### src/hdl/phase_servo_pkg.sv
// ****************************************************************
// Shared constants and types for the phase and servo clock link
// ****************************************************************
package phase_servo_pkg;

  // ****************************************************************
  // Timing
  // ****************************************************************
  // Half a phase period at the default 9.04 kHz phase rate.
  localparam int CLK_PERIOD_NS  = 20;
  localparam int PHASE_HALF_NS  = 55310;
  // A half period is a longest time, so the division rounds down.
  localparam int PHASE_HALF_CYC = PHASE_HALF_NS / CLK_PERIOD_NS;
  localparam int DIV_W          = 12;
  localparam logic [DIV_W-1:0] DIV_LAST = DIV_W'(PHASE_HALF_CYC - 1);

  // Default of four phase cycles per servo cycle.
  localparam int SERVO_W = 2;
  localparam logic [SERVO_W-1:0] SERVO_LAST  = 2'h3;
  localparam logic [SERVO_W-1:0] SERVO_FIRST = 2'h0;

  // ****************************************************************
  // Data paths
  // ****************************************************************
  localparam int NUM_CH = 2;
  localparam int CH_W   = 1;
  localparam int DATA_W = 16;
  localparam int IDX_W  = 2;
  localparam logic [CH_W-1:0]  CH_LAST = 1'h1;
  localparam logic [IDX_W-1:0] SER_IDX = 2'h2;

  typedef logic [DATA_W-1:0] word_type;
  typedef logic [IDX_W-1:0]  idx_type;
  typedef logic [CH_W-1:0]   ch_type;

  // Serial feedback strobe points.
  typedef enum logic [1:0] {
    STROBE_PHASE_RISE = 2'h0,
    STROBE_PHASE_FALL = 2'h1,
    STROBE_SERVO_RISE = 2'h2,
    STROBE_SERVO_FALL = 2'h3
  } strobe_sel_type;

  // ****************************************************************
  // Host-side tables
  // ****************************************************************
  localparam int NUM_ENTRIES = 8;
  localparam int ENT_W       = 3;
  localparam int TYPE_W      = 3;
  localparam int CONV_W      = 4;
  localparam int RTI_W       = 8;
  localparam logic [TYPE_W-1:0] TYPE_END  = 3'h0;
  localparam logic [ENT_W-1:0]  ENT_LAST  = 3'h7;

endpackage

### src/hdl/servo_link_if.sv
`timescale 1ns/10ps
// ****************************************************************
// Link between the servo interface logic and the processor side
// ****************************************************************
interface servo_link_if;
  import phase_servo_pkg::*;

  logic     phase_clk;  // Phase clock level.
  logic     servo_clk;  // Servo clock level.
  logic     irq;        // One-cycle pulse at each falling phase edge.
  logic     rd_en;      // Read request.
  idx_type  rd_idx;     // Holding register index to read.
  word_type rd_data;    // Read answer.
  logic     rd_valid;   // Read answer valid, one cycle.
  logic     wr_en;      // Command register write.
  idx_type  wr_idx;     // Command register index.
  word_type wr_data;    // Command value.

  modport dev (
    output phase_clk, servo_clk, irq, rd_data, rd_valid,
    input  rd_en, rd_idx, wr_en, wr_idx, wr_data
  );

  modport cpu (
    input  phase_clk, servo_clk, irq, rd_data, rd_valid,
    output rd_en, rd_idx, wr_en, wr_idx, wr_data
  );

endinterface

### src/hdl/servo_sync_cpu.sv
`timescale 1ns/10ps
module servo_sync_cpu
  import phase_servo_pkg::*;
(
  input  logic                               clk_sys,                // System clock, 50 MHz.
  input  logic                               rst_b,                  // Asynchronous reset, low.
  input  logic [NUM_CH-1:0]                  commutated,             // Channel is commutated.
  input  logic [NUM_CH-1:0][DATA_W-1:0]      servo_target,           // Servo target per channel.
  input  logic [ENT_W-1:0]                   first_conversion_index, // First table entry.
  input  logic [NUM_ENTRIES-1:0][TYPE_W-1:0] conversion_entry_type,  // Entry type fields.
  input  logic [RTI_W-1:0]                   rti_period_minus_one,   // Real-time period less one.
  output logic                               rti_tick,               // Real-time task pulse.
  output logic [CONV_W-1:0]                  conv_count,             // Entries walked after last phase task.
  servo_link_if.cpu                          bus                     // Link to the device.
);

  // ****************************************************************
  // State
  // ****************************************************************
  typedef enum logic [2:0] {
    IDLE  = 3'h0,
    READ  = 3'h1,
    PHASE = 3'h3,
    CONV  = 3'h2,
    SERVO = 3'h6,
    RTI   = 3'h7
  } task_type;

  typedef struct packed {
    task_type                      state;
    logic                          irq_pend;
    logic                          servo_low;
    idx_type                       rd_ptr;
    idx_type                       cap_ptr;
    ch_type                        ch;
    logic [ENT_W-1:0]              ent;
    logic [NUM_CH:0][DATA_W-1:0]   fb;
    logic [NUM_CH-1:0][DATA_W-1:0] servo_mem;
    logic [NUM_CH-1:0][DATA_W-1:0] used_mem;
    logic [CONV_W-1:0]             conv_count;
    logic [RTI_W-1:0]              rti_cnt;
    logic                          rti_tick;
    logic                          rd_en;
    idx_type                       rd_idx;
    logic                          wr_en;
    idx_type                       wr_idx;
    word_type                      wr_data;
  } cpu_state_type;

  cpu_state_type s;
  cpu_state_type next_s;

  // ****************************************************************
  // Task sequencer
  // ****************************************************************
  // Tasks run one at a time, like a single interrupt core: an
  // interrupt that lands while busy is remembered and served next.
  always_comb begin
    next_s          = s;
    next_s.rd_en    = 1'b0;
    next_s.wr_en    = 1'b0;
    next_s.rti_tick = 1'b0;

    // The servo level and the stored servo output are both taken at the
    // interrupt edge: a servo result not stored by then waits a cycle.
    if (bus.irq) begin
      next_s.irq_pend  = 1'b1;
      next_s.servo_low = ~bus.servo_clk;
      next_s.used_mem  = s.servo_mem;
    end

    unique case (s.state)
      IDLE: begin
        if (s.irq_pend) begin
          next_s.irq_pend = bus.irq;
          next_s.rd_ptr   = '0;
          next_s.cap_ptr  = '0;
          next_s.state    = READ;
        end
      end
      READ: begin
        if (s.rd_ptr <= SER_IDX) begin
          next_s.rd_en  = 1'b1;
          next_s.rd_idx = s.rd_ptr;
          next_s.rd_ptr = s.rd_ptr + 1'b1;
        end
        if (bus.rd_valid) begin
          next_s.fb[s.cap_ptr] = bus.rd_data;
          next_s.cap_ptr       = s.cap_ptr + 1'b1;
          if (s.cap_ptr == SER_IDX) begin
            next_s.ch    = '0;
            next_s.state = PHASE;
          end
        end
      end
      PHASE: begin
        // A toy commutation adds feedback to the stored servo output.
        next_s.wr_en   = commutated[s.ch];
        next_s.wr_idx  = idx_type'(s.ch);
        next_s.wr_data = s.used_mem[s.ch] + s.fb[s.ch];
        next_s.ch      = s.ch + 1'b1;
        if (s.ch == CH_LAST) begin
          next_s.ent        = first_conversion_index;
          next_s.conv_count = '0;
          next_s.state      = s.servo_low ? CONV : IDLE;
        end
      end
      CONV: begin
        if (conversion_entry_type[s.ent] == TYPE_END) begin
          next_s.ch    = '0;
          next_s.state = SERVO;
        end else begin
          next_s.conv_count = s.conv_count + 1'b1;
          next_s.ent        = s.ent + 1'b1;
          if (s.ent == ENT_LAST) begin
            next_s.ch    = '0;
            next_s.state = SERVO;
          end
        end
      end
      SERVO: begin
        // Uncommutated outputs go straight to the device so they leave
        // at the first rising phase edge; commutated ones stay here.
        if (commutated[s.ch]) begin
          next_s.servo_mem[s.ch] = servo_target[s.ch] - s.fb[s.ch];
        end else begin
          next_s.wr_en   = 1'b1;
          next_s.wr_idx  = idx_type'(s.ch);
          next_s.wr_data = servo_target[s.ch] - s.fb[s.ch];
        end
        next_s.ch = s.ch + 1'b1;
        if (s.ch == CH_LAST) begin
          if (s.rti_cnt == rti_period_minus_one) begin
            next_s.rti_cnt = '0;
            next_s.state   = RTI;
          end else begin
            next_s.rti_cnt = s.rti_cnt + 1'b1;
            next_s.state   = IDLE;
          end
        end
      end
      RTI: begin
        next_s.rti_tick = 1'b1;
        next_s.state    = IDLE;
      end
      default: begin
        next_s.state = IDLE;
      end
    endcase
  end

  // ****************************************************************
  // State register and outputs
  // ****************************************************************
  always_ff @(posedge clk_sys or negedge rst_b) begin
    if (!rst_b) begin
      s <= '0;
    end else begin
      s <= next_s;
    end
  end

  assign rti_tick    = s.rti_tick;
  assign conv_count  = s.conv_count;
  assign bus.rd_en   = s.rd_en;
  assign bus.rd_idx  = s.rd_idx;
  assign bus.wr_en   = s.wr_en;
  assign bus.wr_idx  = s.wr_idx;
  assign bus.wr_data = s.wr_data;

endmodule

### src/flat_wrapper.sv
// flat-port wrapper written by rule: the top's interface ports become plain ports
module servo_sync_cpu_flat import phase_servo_pkg::*;
  (clk_sys, rst_b, commutated, servo_target, first_conversion_index, conversion_entry_type, rti_period_minus_one, rti_tick, conv_count, bus_phase_clk, bus_servo_clk, bus_irq, bus_rd_data, bus_rd_valid, bus_rd_en, bus_rd_idx, bus_wr_en, bus_wr_idx, bus_wr_data);
  servo_link_if bus_i ();
  input  logic clk_sys;
  input  logic rst_b;
  input  logic [NUM_CH-1:0] commutated;
  input  logic [NUM_CH-1:0][DATA_W-1:0] servo_target;
  input  logic [ENT_W-1:0] first_conversion_index;
  input  logic [NUM_ENTRIES-1:0][TYPE_W-1:0] conversion_entry_type;
  input  logic [RTI_W-1:0] rti_period_minus_one;
  output logic rti_tick;
  output logic [CONV_W-1:0] conv_count;
  input wire logic [$bits(bus_i.phase_clk)-1:0] bus_phase_clk;
  input wire logic [$bits(bus_i.servo_clk)-1:0] bus_servo_clk;
  input wire logic [$bits(bus_i.irq)-1:0] bus_irq;
  input wire logic [$bits(bus_i.rd_data)-1:0] bus_rd_data;
  input wire logic [$bits(bus_i.rd_valid)-1:0] bus_rd_valid;
  output wire logic [$bits(bus_i.rd_en)-1:0] bus_rd_en;
  output wire logic [$bits(bus_i.rd_idx)-1:0] bus_rd_idx;
  output wire logic [$bits(bus_i.wr_en)-1:0] bus_wr_en;
  output wire logic [$bits(bus_i.wr_idx)-1:0] bus_wr_idx;
  output wire logic [$bits(bus_i.wr_data)-1:0] bus_wr_data;
  assign bus_i.phase_clk = bus_phase_clk;
  assign bus_i.servo_clk = bus_servo_clk;
  assign bus_i.irq = bus_irq;
  assign bus_i.rd_data = bus_rd_data;
  assign bus_i.rd_valid = bus_rd_valid;
  assign bus_rd_en = bus_i.rd_en;
  assign bus_rd_idx = bus_i.rd_idx;
  assign bus_wr_en = bus_i.wr_en;
  assign bus_wr_idx = bus_i.wr_idx;
  assign bus_wr_data = bus_i.wr_data;
  servo_sync_cpu u_core (.clk_sys(clk_sys), .rst_b(rst_b), .commutated(commutated), .servo_target(servo_target), .first_conversion_index(first_conversion_index), .conversion_entry_type(conversion_entry_type), .rti_period_minus_one(rti_period_minus_one), .rti_tick(rti_tick), .conv_count(conv_count), .bus(bus_i));
endmodule
### config.mk
export PLATFORM = sky130hd
export DESIGN_NAME = servo_sync_cpu_flat
export DESIGN_NICKNAME = d
export VERILOG_FILES = /design/src/hdl/phase_servo_pkg.sv /design/src/hdl/servo_link_if.sv /design/src/hdl/servo_sync_cpu.sv /design/src/flat_wrapper.sv
export SDC_FILE = /design/constraint.sdc
export NUM_CORES = 1
export LEC_CHECK = 0
export BUFFER_PORTS_ARGS = -buffer_cell sky130_fd_sc_hd__buf_2
export CAP_MARGIN = 25
export CORE_MARGIN = 2
export CORE_UTILIZATION = 43
export CTS_CLUSTER_DIAMETER = 100
export CTS_CLUSTER_SIZE = 16
export DETAILED_ROUTE_END_ITERATION = 6
export GPL_ROUTABILITY_DRIVEN = 0
export PLACE_DENSITY = 0.59
export SKIP_CTS_REPAIR_TIMING = 1
export SYNTH_ARGS = -nofsm -noshare
export SYNTH_HDL_FRONTEND = slang
export SYNTH_SLANG_ARGS = --single-unit
### constraint.sdc
create_clock -name clk_sys -period 4.01 [get_ports clk_sys]
set_input_delay 0.2005 -clock clk_sys [delete_from_list [all_inputs] [get_ports clk_sys]]
set_output_delay 0.2005 -clock clk_sys [all_outputs]
set_load 0.05 [all_outputs]
Word level (Yosys, flattened, before mapping):

Index checks and enable logic that the tools add are counted.

* $add $sub $neg: 8
* order comparisons: 7
* equality and inequality tests: 17
* multiplexer cells: 48
* bitwise operators: 1
* reductions and logical operators: 19

Operators by type and width (number)
* 16-bit 2-to-1 mux: 8
* 48-bit bitwise mux: 1
* 3-bit 2-to-1 mux: 13
* 19-bit one-hot mux with 2 select lines: 1
* 32-bit bitwise mux: 1
* 16-bit demux with 2-bit select: 1
* 19-bit 2-to-1 mux: 1
* 16-bit adder: 1
* 16-bit demux with 1-bit select: 1
* 4-bit 2-to-1 mux: 4
* 4-bit one-hot mux with 2 select lines: 2
* 16-bit subtractor: 1
* 3-bit one-hot mux with 5 select lines: 1
* 2-bit by 1-bit inequality test with 1-bit output, second input constant: 5
* 2-bit AND reduction: 5
* 3-bit binary-select mux with 3-bit select: 1
* 3-bit equality test, second input constant: 3
* 3-bit AND reduction: 3
* 8-bit by 1-bit adder with 8-bit output, second input constant: 1
* 8-bit equality test: 1
* 8-bit 2-to-1 mux: 1
* 1-bit 2-to-1 mux: 7
* 3-bit by 2-bit equality test with 1-bit output, second input constant: 2
* 3-bit zero test: 2
* 25 further kinds: 33

* bits in registers: 160
* input port bits: 91
* output and inout port bits: 27
* word-level logic and storage cells: 122

Depth between registers and ports, before layout:

Gate-level depths: netlist of the first run.

* depth in word-level cells: 5
* mapped depth: 15
* mapped depth without buffers: 12

Least setup slack after synthesis of the first run:

No wires, ideal clock.

* path kind: reg2reg
* from: register u_core.s[150] (netlist name)
* to: register u_core.s (netlist bit u_core.bus.wr_data[14])
* setup time: 144 ps
* data arrival time: 3505 ps
* required time: 3866 ps
* setup slack: 361 ps
* stages on the path, launching flop included: 16
* buffers on the path: 3
* clock period less this slack: 3649 ps
* path through: dfrtp_1 -> clkbuf_1 -> buf_2 -> buf_1 -> mux2i_1 -> ha_1 -> inv_1 -> fa_1 -> a211oi_1 -> o21bai_1 -> o22ai_1 -> nor2_1 -> a211oi_2 -> o21ai_0 -> xnor2_1 -> o2111ai_1

* cells in the longest elaborated chain, start to end: 5
* elaborated cells between the ends (all ways): 14
* those cells by class: add/sub (2); eq/ne (1); mux (10); reduce/logical (1)

Ends and longest elaborated chain
* start: declaration: RTL line servo_sync_cpu.sv:50 `cpu_state_type s;`
* start signal: assignment: RTL line servo_sync_cpu.sv:159 `s <= next_s;`
* 16-bit 2-to-1 mux (on tied branches) (2 in series): RTL line servo_sync_cpu.sv:129, servo_sync_cpu.sv:100
* 16-bit subtractor: RTL line servo_sync_cpu.sv:129 `next_s.wr_data = servo_target[s.ch] - s.fb[s.ch];`
* 19-bit 2-to-1 mux: RTL line servo_sync_cpu.sv:124 `if (commutated[s.ch]) begin`
* 19-bit one-hot mux with 2 select lines: RTL line servo_sync_cpu.sv:72 `unique case (s.state)`

Parallel ways exist; a longest one is shown, timed or not. The select of a mux whose other input is x is not followed.
A chain may end at the register's enable or synchronous reset.

Final worst setup path of the first run:

Ends and elaborated chain as after synthesis.

==> results.tsv, run 1 <==
metric	value	unit
status	finished clean	
Top delay family on crit path	compound AO/OA/AOI/OAI gates	
vias in the first global route	5594	
GR Layer Usage met1	0.270	
Chip Height	142	um
Rel. slew slack	0.401	
Max FO, Critical Path	31	
Fin. Hold Viols	0	
critical path type	register to register	
root buf cell	clkbuf_16	
dpl hpwl	12800	um
I/O Pins	118	
worst slew pin tran	0.899	ns
EDFF count, synth	0	
Max VDD drop	0.390	mV
slowest CP cell	dfrtp_2	
share of layout cells above drive strength 1	0.311	
Switching Share	0.430	
FFs w/ async S/R, synth	1.00	
fillcell total	1736	
Synth Flop Type	dfrtp_1	
core area	18700	um^2
Sink Count	143	
FP Rows	50	
grt met2 use	0.291	
Congestion Overflow GR	0	
H-tree levels	4	
Area after DPL	8830	um^2
Post-DRT Antenna Nets	0	
register bit total from synthesis	143	
Hold Crit Class	input port to register	
Setup crit start kind	register	
CTS Buffer Depth	2	
Initial Utilization	0.437	
Die X	142	um
largest net degree at the start of global routing	88	
# port buffers	115	
fin crit share	0.881	
Crit path arrival time	3.86	ns
sequential share of the synthesized area	0.438	
P_leak	4.56	nW
setup TNS	0	ns
first-pass GRT wire length	29200	um
Multi-input gate area	4190	um^2
final instance area	9450	um^2
Comb power frac	0.531	
maximum clock frequency	283	MHz
fin. max-slew vios	0	
Layout Nets	991	
Tmin final	3.53	ns
Synth Instances	765	
Max Clock Skew	0.00669	ns
Yosys cell types	65	
Internal	4.79	mW
clock-pin slew on the worst setup and hold paths	0.06	ns
slowest stage delay, CP	0.64	ns
syn nets	897	
Num CTS Buffers	17	
DRC Markers	0	
Iter 0 DRT Violations	205	
NetSw	3.61	mW
gr usage total	0.187	
Avg Cell Area, Syn	10.7	um^2
post-route setup slack	0.475	ns
Max-cap violations	0	
CP Capture Type	register	
vias per cell	5.35	
pwr/cell area	890	nW/um^2
Clk pwr share	0.185	
register-to-register setup slack	0.48	ns
final setup violation count	0	
worst slack at placement	0.456	ns
worst skew pair latency	0.42	ns
synthesized area	8180	um^2
RSZ-0062 raised after global routing	false	
met3 Use GR	0.0341	
TritonRoute pass-1 iters	4	
CTS tree	done	
final WL	18100	um
Buf/Inv on CP	1	
worst hold slack	0.0256	ns
initial antenna violation count	0	
sequential power share	0.284	
FF+latch area	3580	um^2
die area	20100	um^2
CP Cell Sequence	buf_12 -> mux2_2 -> fa_1 -> a21o_1 -> a21oi_2 -> o21ai_2 -> a2111o_1 -> a221oi_4 -> nor2_2 -> or3_1 -> o2111ai_1	
Ys Warns	0	
Worst Path Required	4.33	ns
ANT cells	0	
GRT busiest layer	met2	
Vias	5906	
total power	8.41	mW
Syn-to-layout area delta	15.5	%
Avg WL per Cell	16.4	um
[metal layers]
| layer | vias up | part of all wire |
|---|---|---|
| li1 | 2928 | - |
| met1 | 2844 | 0.51 |
| met2 | 123 | 0.45 |
| met3 | 11 | 0.035 |
| met4 | 0 | 0.011 |
| met5 | - | 0 |
[cells in the mapped netlist (6+ instances only)]
master | number | area, um^2
a21o_1 | 9 | 67.6
nand4_1 | 9 | 56.3
a31oi_1 | 6 | 37.5
nand3_1 | 16 | 80.1
o21ai_1 | 18 | 90.1
dfrtp_1 | 143 | 3580
o21ai_0 | 42 | 210
a22oi_1 | 6 | 45.0
nor3_1 | 11 | 55.1
a21oi_1 | 34 | 170
nor2_1 | 31 | 116
ha_1 | 39 | 488
nand2_1 | 61 | 229
o31ai_1 | 7 | 52.6
mux2_2 | 108 | 1220
xor2_1 | 11 | 96.3
nor4_1 | 6 | 37.5
inv_1 | 26 | 97.6
buf_4 | 25 | 188
nor2b_1 | 9 | 56.3
xnor2_1 | 24 | 210
clkbuf_1 | 18 | 67.6
mux2i_1 | 23 | 230
[kinds of logic (layout without fill, tap and decap cells)]
family          after synthesis  after routing  synth area share
xor+xnor                     35             35            0.0375
compound gates              163            163             0.127
flops                       143            143             0.438
simple gates                168            168            0.0998
mux                         135            135             0.184
fa+ha+maj                    41             41            0.0646
buf+inv                      79            184            0.0496
other cells                   1              1          0.000459
[per-stage QoR]
step,utilization,instances
2_1_floorplan,-,765
3_3_place_gp,0.472,1071
3_5_place_dp,0.472,1071
4_1_cts,0.502,1101
5_1_grt,0.505,1104
6_report,0.505,1104
[final cells by class]
class                           count  area share
Multi-Input combinational cell    543       0.444
Sequential cell                   143       0.379
Timing Repair Buffer              127      0.0751
Clock buffer                       22      0.0481
Tap cell                          234      0.0310
Clock inverter                      8      0.0122
Inverter                           27      0.0107
[worst paths after layout]
path | to | cells after the start | startpoint
worst max-delay path | u_core.bus.wr_data[14] | 11 | u_core.s[150]
min in group asynchronous | u_core.s[28] | 2 | rst_b
worst max register to register | u_core.bus.wr_data[14] | 11 | u_core.s[150]
worst min-delay path | u_core.s[123] | 2 | bus_rd_data[8]
worst min register to register | u_core.bus.wr_data[1] | 2 | u_core.bus.wr_data[1]
max in group asynchronous | u_core.s[107] | 3 | rst_b
[state kept, by name (all words and copies together) (netlist names)]
signal and flops:
u_core.bus.rd_en 1, u_core.conv_count 4, u_core.rti_tick 1, u_core.bus.wr_idx 1, u_core.s 117, u_core.bus.wr_data 16
u_core.bus.wr_en 1, u_core.bus.rd_idx 2
[cell usage in the layout, fill, tap and decap left out, types with 6 or more instances in the layout]
| cell | count |
|---|---|
| nand4_1 | 9 |
| a21oi_1 | 34 |
| o31ai_1 | 7 |
| nand3_1 | 16 |
| o21ai_0 | 42 |
| nand2_1 | 61 |
| nor2b_1 | 9 |
| clkbuf_16 | 17 |
| xor2_1 | 11 |
| dfrtp_1 | 142 |
| o21ai_1 | 18 |
| xnor2_1 | 24 |
| a21o_1 | 9 |
| nor3_1 | 11 |
| nor4_1 | 6 |
| mux2i_1 | 23 |
| buf_2 | 114 |
| inv_1 | 26 |
| a22oi_1 | 6 |
| buf_4 | 8 |
| ha_1 | 39 |
| mux2_2 | 108 |
| nor2_1 | 31 |
| a31oi_1 | 6 |
[power groups by stage]
stage	clock, mW	sequential [mW]	combinational [mW]
3_3_place_gp	0	2.40	4.43
3_5_place_dp	0	2.42	4.46
6_report	1.56	2.39	4.46
4_1_cts	1.59	2.39	4.49
2_1_floorplan	0	2.26	3.66
5_1_grt	1.66	2.46	4.97
No activity file was read; power rests on OpenSTA's default activity.
==> inputs of run 2 (changes only) <==
--- a/config.mk
+++ b/config.mk
@@ -7,13 +7,15 @@
 export LEC_CHECK = 0
 export BUFFER_PORTS_ARGS = -buffer_cell sky130_fd_sc_hd__buf_2
 export CAP_MARGIN = 25
+export CELL_PAD_IN_SITES_DETAIL_PLACEMENT = 1
+export CELL_PAD_IN_SITES_GLOBAL_PLACEMENT = 1
 export CORE_MARGIN = 2
 export CORE_UTILIZATION = 43
 export CTS_CLUSTER_DIAMETER = 100
 export CTS_CLUSTER_SIZE = 16
 export DETAILED_ROUTE_END_ITERATION = 6
 export GPL_ROUTABILITY_DRIVEN = 0
-export PLACE_DENSITY = 0.59
+export PLACE_DENSITY = 0.73
 export SKIP_CTS_REPAIR_TIMING = 1
 export SYNTH_ARGS = -nofsm -noshare
 export SYNTH_HDL_FRONTEND = slang
==> results.tsv, run 2 (synthesis gave the netlist of run 1 again) <==
metric	value	unit
FP Rows	50	
Post-DRT Antenna Nets	0	
# port buffers	115	
Worst Path Required	4.28	ns
dpl hpwl	15500	um
fin crit share	0.930	
Max Clock Skew	0.00732	ns
Rel. slew slack	0.314	
Fin. Hold Viols	0	
critical path type	register to register	
Max VDD drop	0.353	mV
worst slack at placement	0.272	ns
Die X	142	um
most frequent cells in the layout	dfrtp_1, buf_2, mux2_2, nand2_1, o21ai_0	
CTS Buffer Depth	2	
die area	20100	um^2
pwr/cell area	913	nW/um^2
CTS tree	done	
Avg WL per Cell	19.4	um
clock-pin slew on the worst setup and hold paths	0.06	ns
post-route setup slack	0.281	ns
worst slew pin tran	1.03	ns
status	finished clean	
Num CTS Buffers	17	
vias in the first global route	6802	
P_leak	4.54	nW
Hold Crit Class	input port to register	
TritonRoute pass-1 iters	4	
setup TNS	0	ns
Crit path arrival time	4.00	ns
Largest register FFs	117	
gr usage total	0.222	
first-pass GRT wire length	34700	um
Layout Nets	990	
initial antenna violation count	0	
core area	18700	um^2
Max FO, Critical Path	26	
Sink Count	143	
vias per cell	5.57	
fin. max-slew vios	0	
I/O Pins	118	
Iter 0 DRT Violations	210	
Congestion Overflow GR	0	
Tmin final	3.73	ns
final WL	21400	um
Vias	6154	
share of layout cells above drive strength 1	0.311	
H-tree levels	4	
final setup violation count	0	
CP Capture Type	register	
root buf cell	clkbuf_16	
Initial Utilization	0.437	
commonest non-fill, non-tap cell in the layout	dfrtp_1	
maximum clock frequency	268	MHz
most flop-heavy register	u_core.s	
Chip Height	142	um
DRC Markers	0	
RSZ-0062 raised after global routing	false	
Syn-to-layout area delta	15.1	%
worst skew pair latency	0.42	ns
largest net degree at the start of global routing	59	
ANT cells	0	
Max-cap violations	0	
Setup crit start kind	register	
==> run 2: cell count changes in the layout (fill, tap and decap cells not counted) <==
| cell | change |
|---|---|
| clkbuf_8 | +3 |
| buf_12 | -1 |
| buf_16 | -1 |
| buf_4 | +1 |
| bufinv_16 | -1 |
| clkbuf_1 | +1 |
| clkinv_2 | -1 |
==> run 2: through the flow <==
stage / hold WS (ns) / utilization / total power, mW / area (um^2) / cells
5_1_grt: 0.0158 / 0.503 / 9.24 / 9420 / 1105
3_3_place_gp: 0.195 / 0.471 / 6.73 / 8820 / 1071
6_report: 0.0269 / 0.503 / 8.60 / 9420 / 1105
2_1_floorplan: -0.0951 / - / 5.92 / 8180 / 765
4_1_cts: -0.235 / 0.502 / 8.64 / 9400 / 1103
3_5_place_dp: 0.215 / 0.471 / 7.00 / 8820 / 1071
==> run 2: report_power, final <==
part,total [mW],internal [mW],switching [mW]
Combinational,4.65,1.82,2.83
Sequential,2.39,1.99,0.405
Clock,1.56,0.978,0.583
==> run 2: worst max-delay path, stage by stage, from the launching register on <==
cell	delay, ns
dfrtp_2	0.53
buf_4	0.42
mux2_2	0.39
ha_1	0.36
a2111oi_0	0.50
a21boi_1	0.23
a31oi_1	0.40
nand2b_1	0.18
xnor2_1	0.38
o221ai_1	0.16
==> run 2: layout make-up <==
cell class                      count  area (um^2)
Clock buffer                       26          499
Sequential cell                   143         3580
Fill cell                        2062         9290
Timing Repair Buffer              126          669
Inverter                           27          101
Clock inverter                      6         80.1
Tap cell                          234          293
Multi-Input combinational cell    543         4190
==> run 2: routing by layer <==
layer / up-vias / track usage / share of wire
met5: - / 0 / 0
met4: 0 / 0.0653 / 0.016
met3: 24 / 0.0364 / 0.037
met2: 132 / 0.405 / 0.51
met1: 3088 / 0.270 / 0.44
li1: 2910 / - / -
==> run 2: final timing paths <==
path / from / to / slack (ns) / depth (start not counted)
hold reg to reg: u_core.bus.wr_data[1] / u_core.bus.wr_data[1] / 0.47 / 2
setup reg to reg: u_core.s[150] / u_core.bus.wr_data[11] / 0.28 / 9
max in group asynchronous: rst_b / u_core.bus.wr_data[10] / 2.64 / 3
setup / recovery: u_core.s[150] / u_core.bus.wr_data[11] / 0.28 / 9
hold / removal: bus_rd_data[8] / u_core.s[123] / 0.03 / 2
min in group asynchronous: rst_b / u_core.s[28] / 0.33 / 2
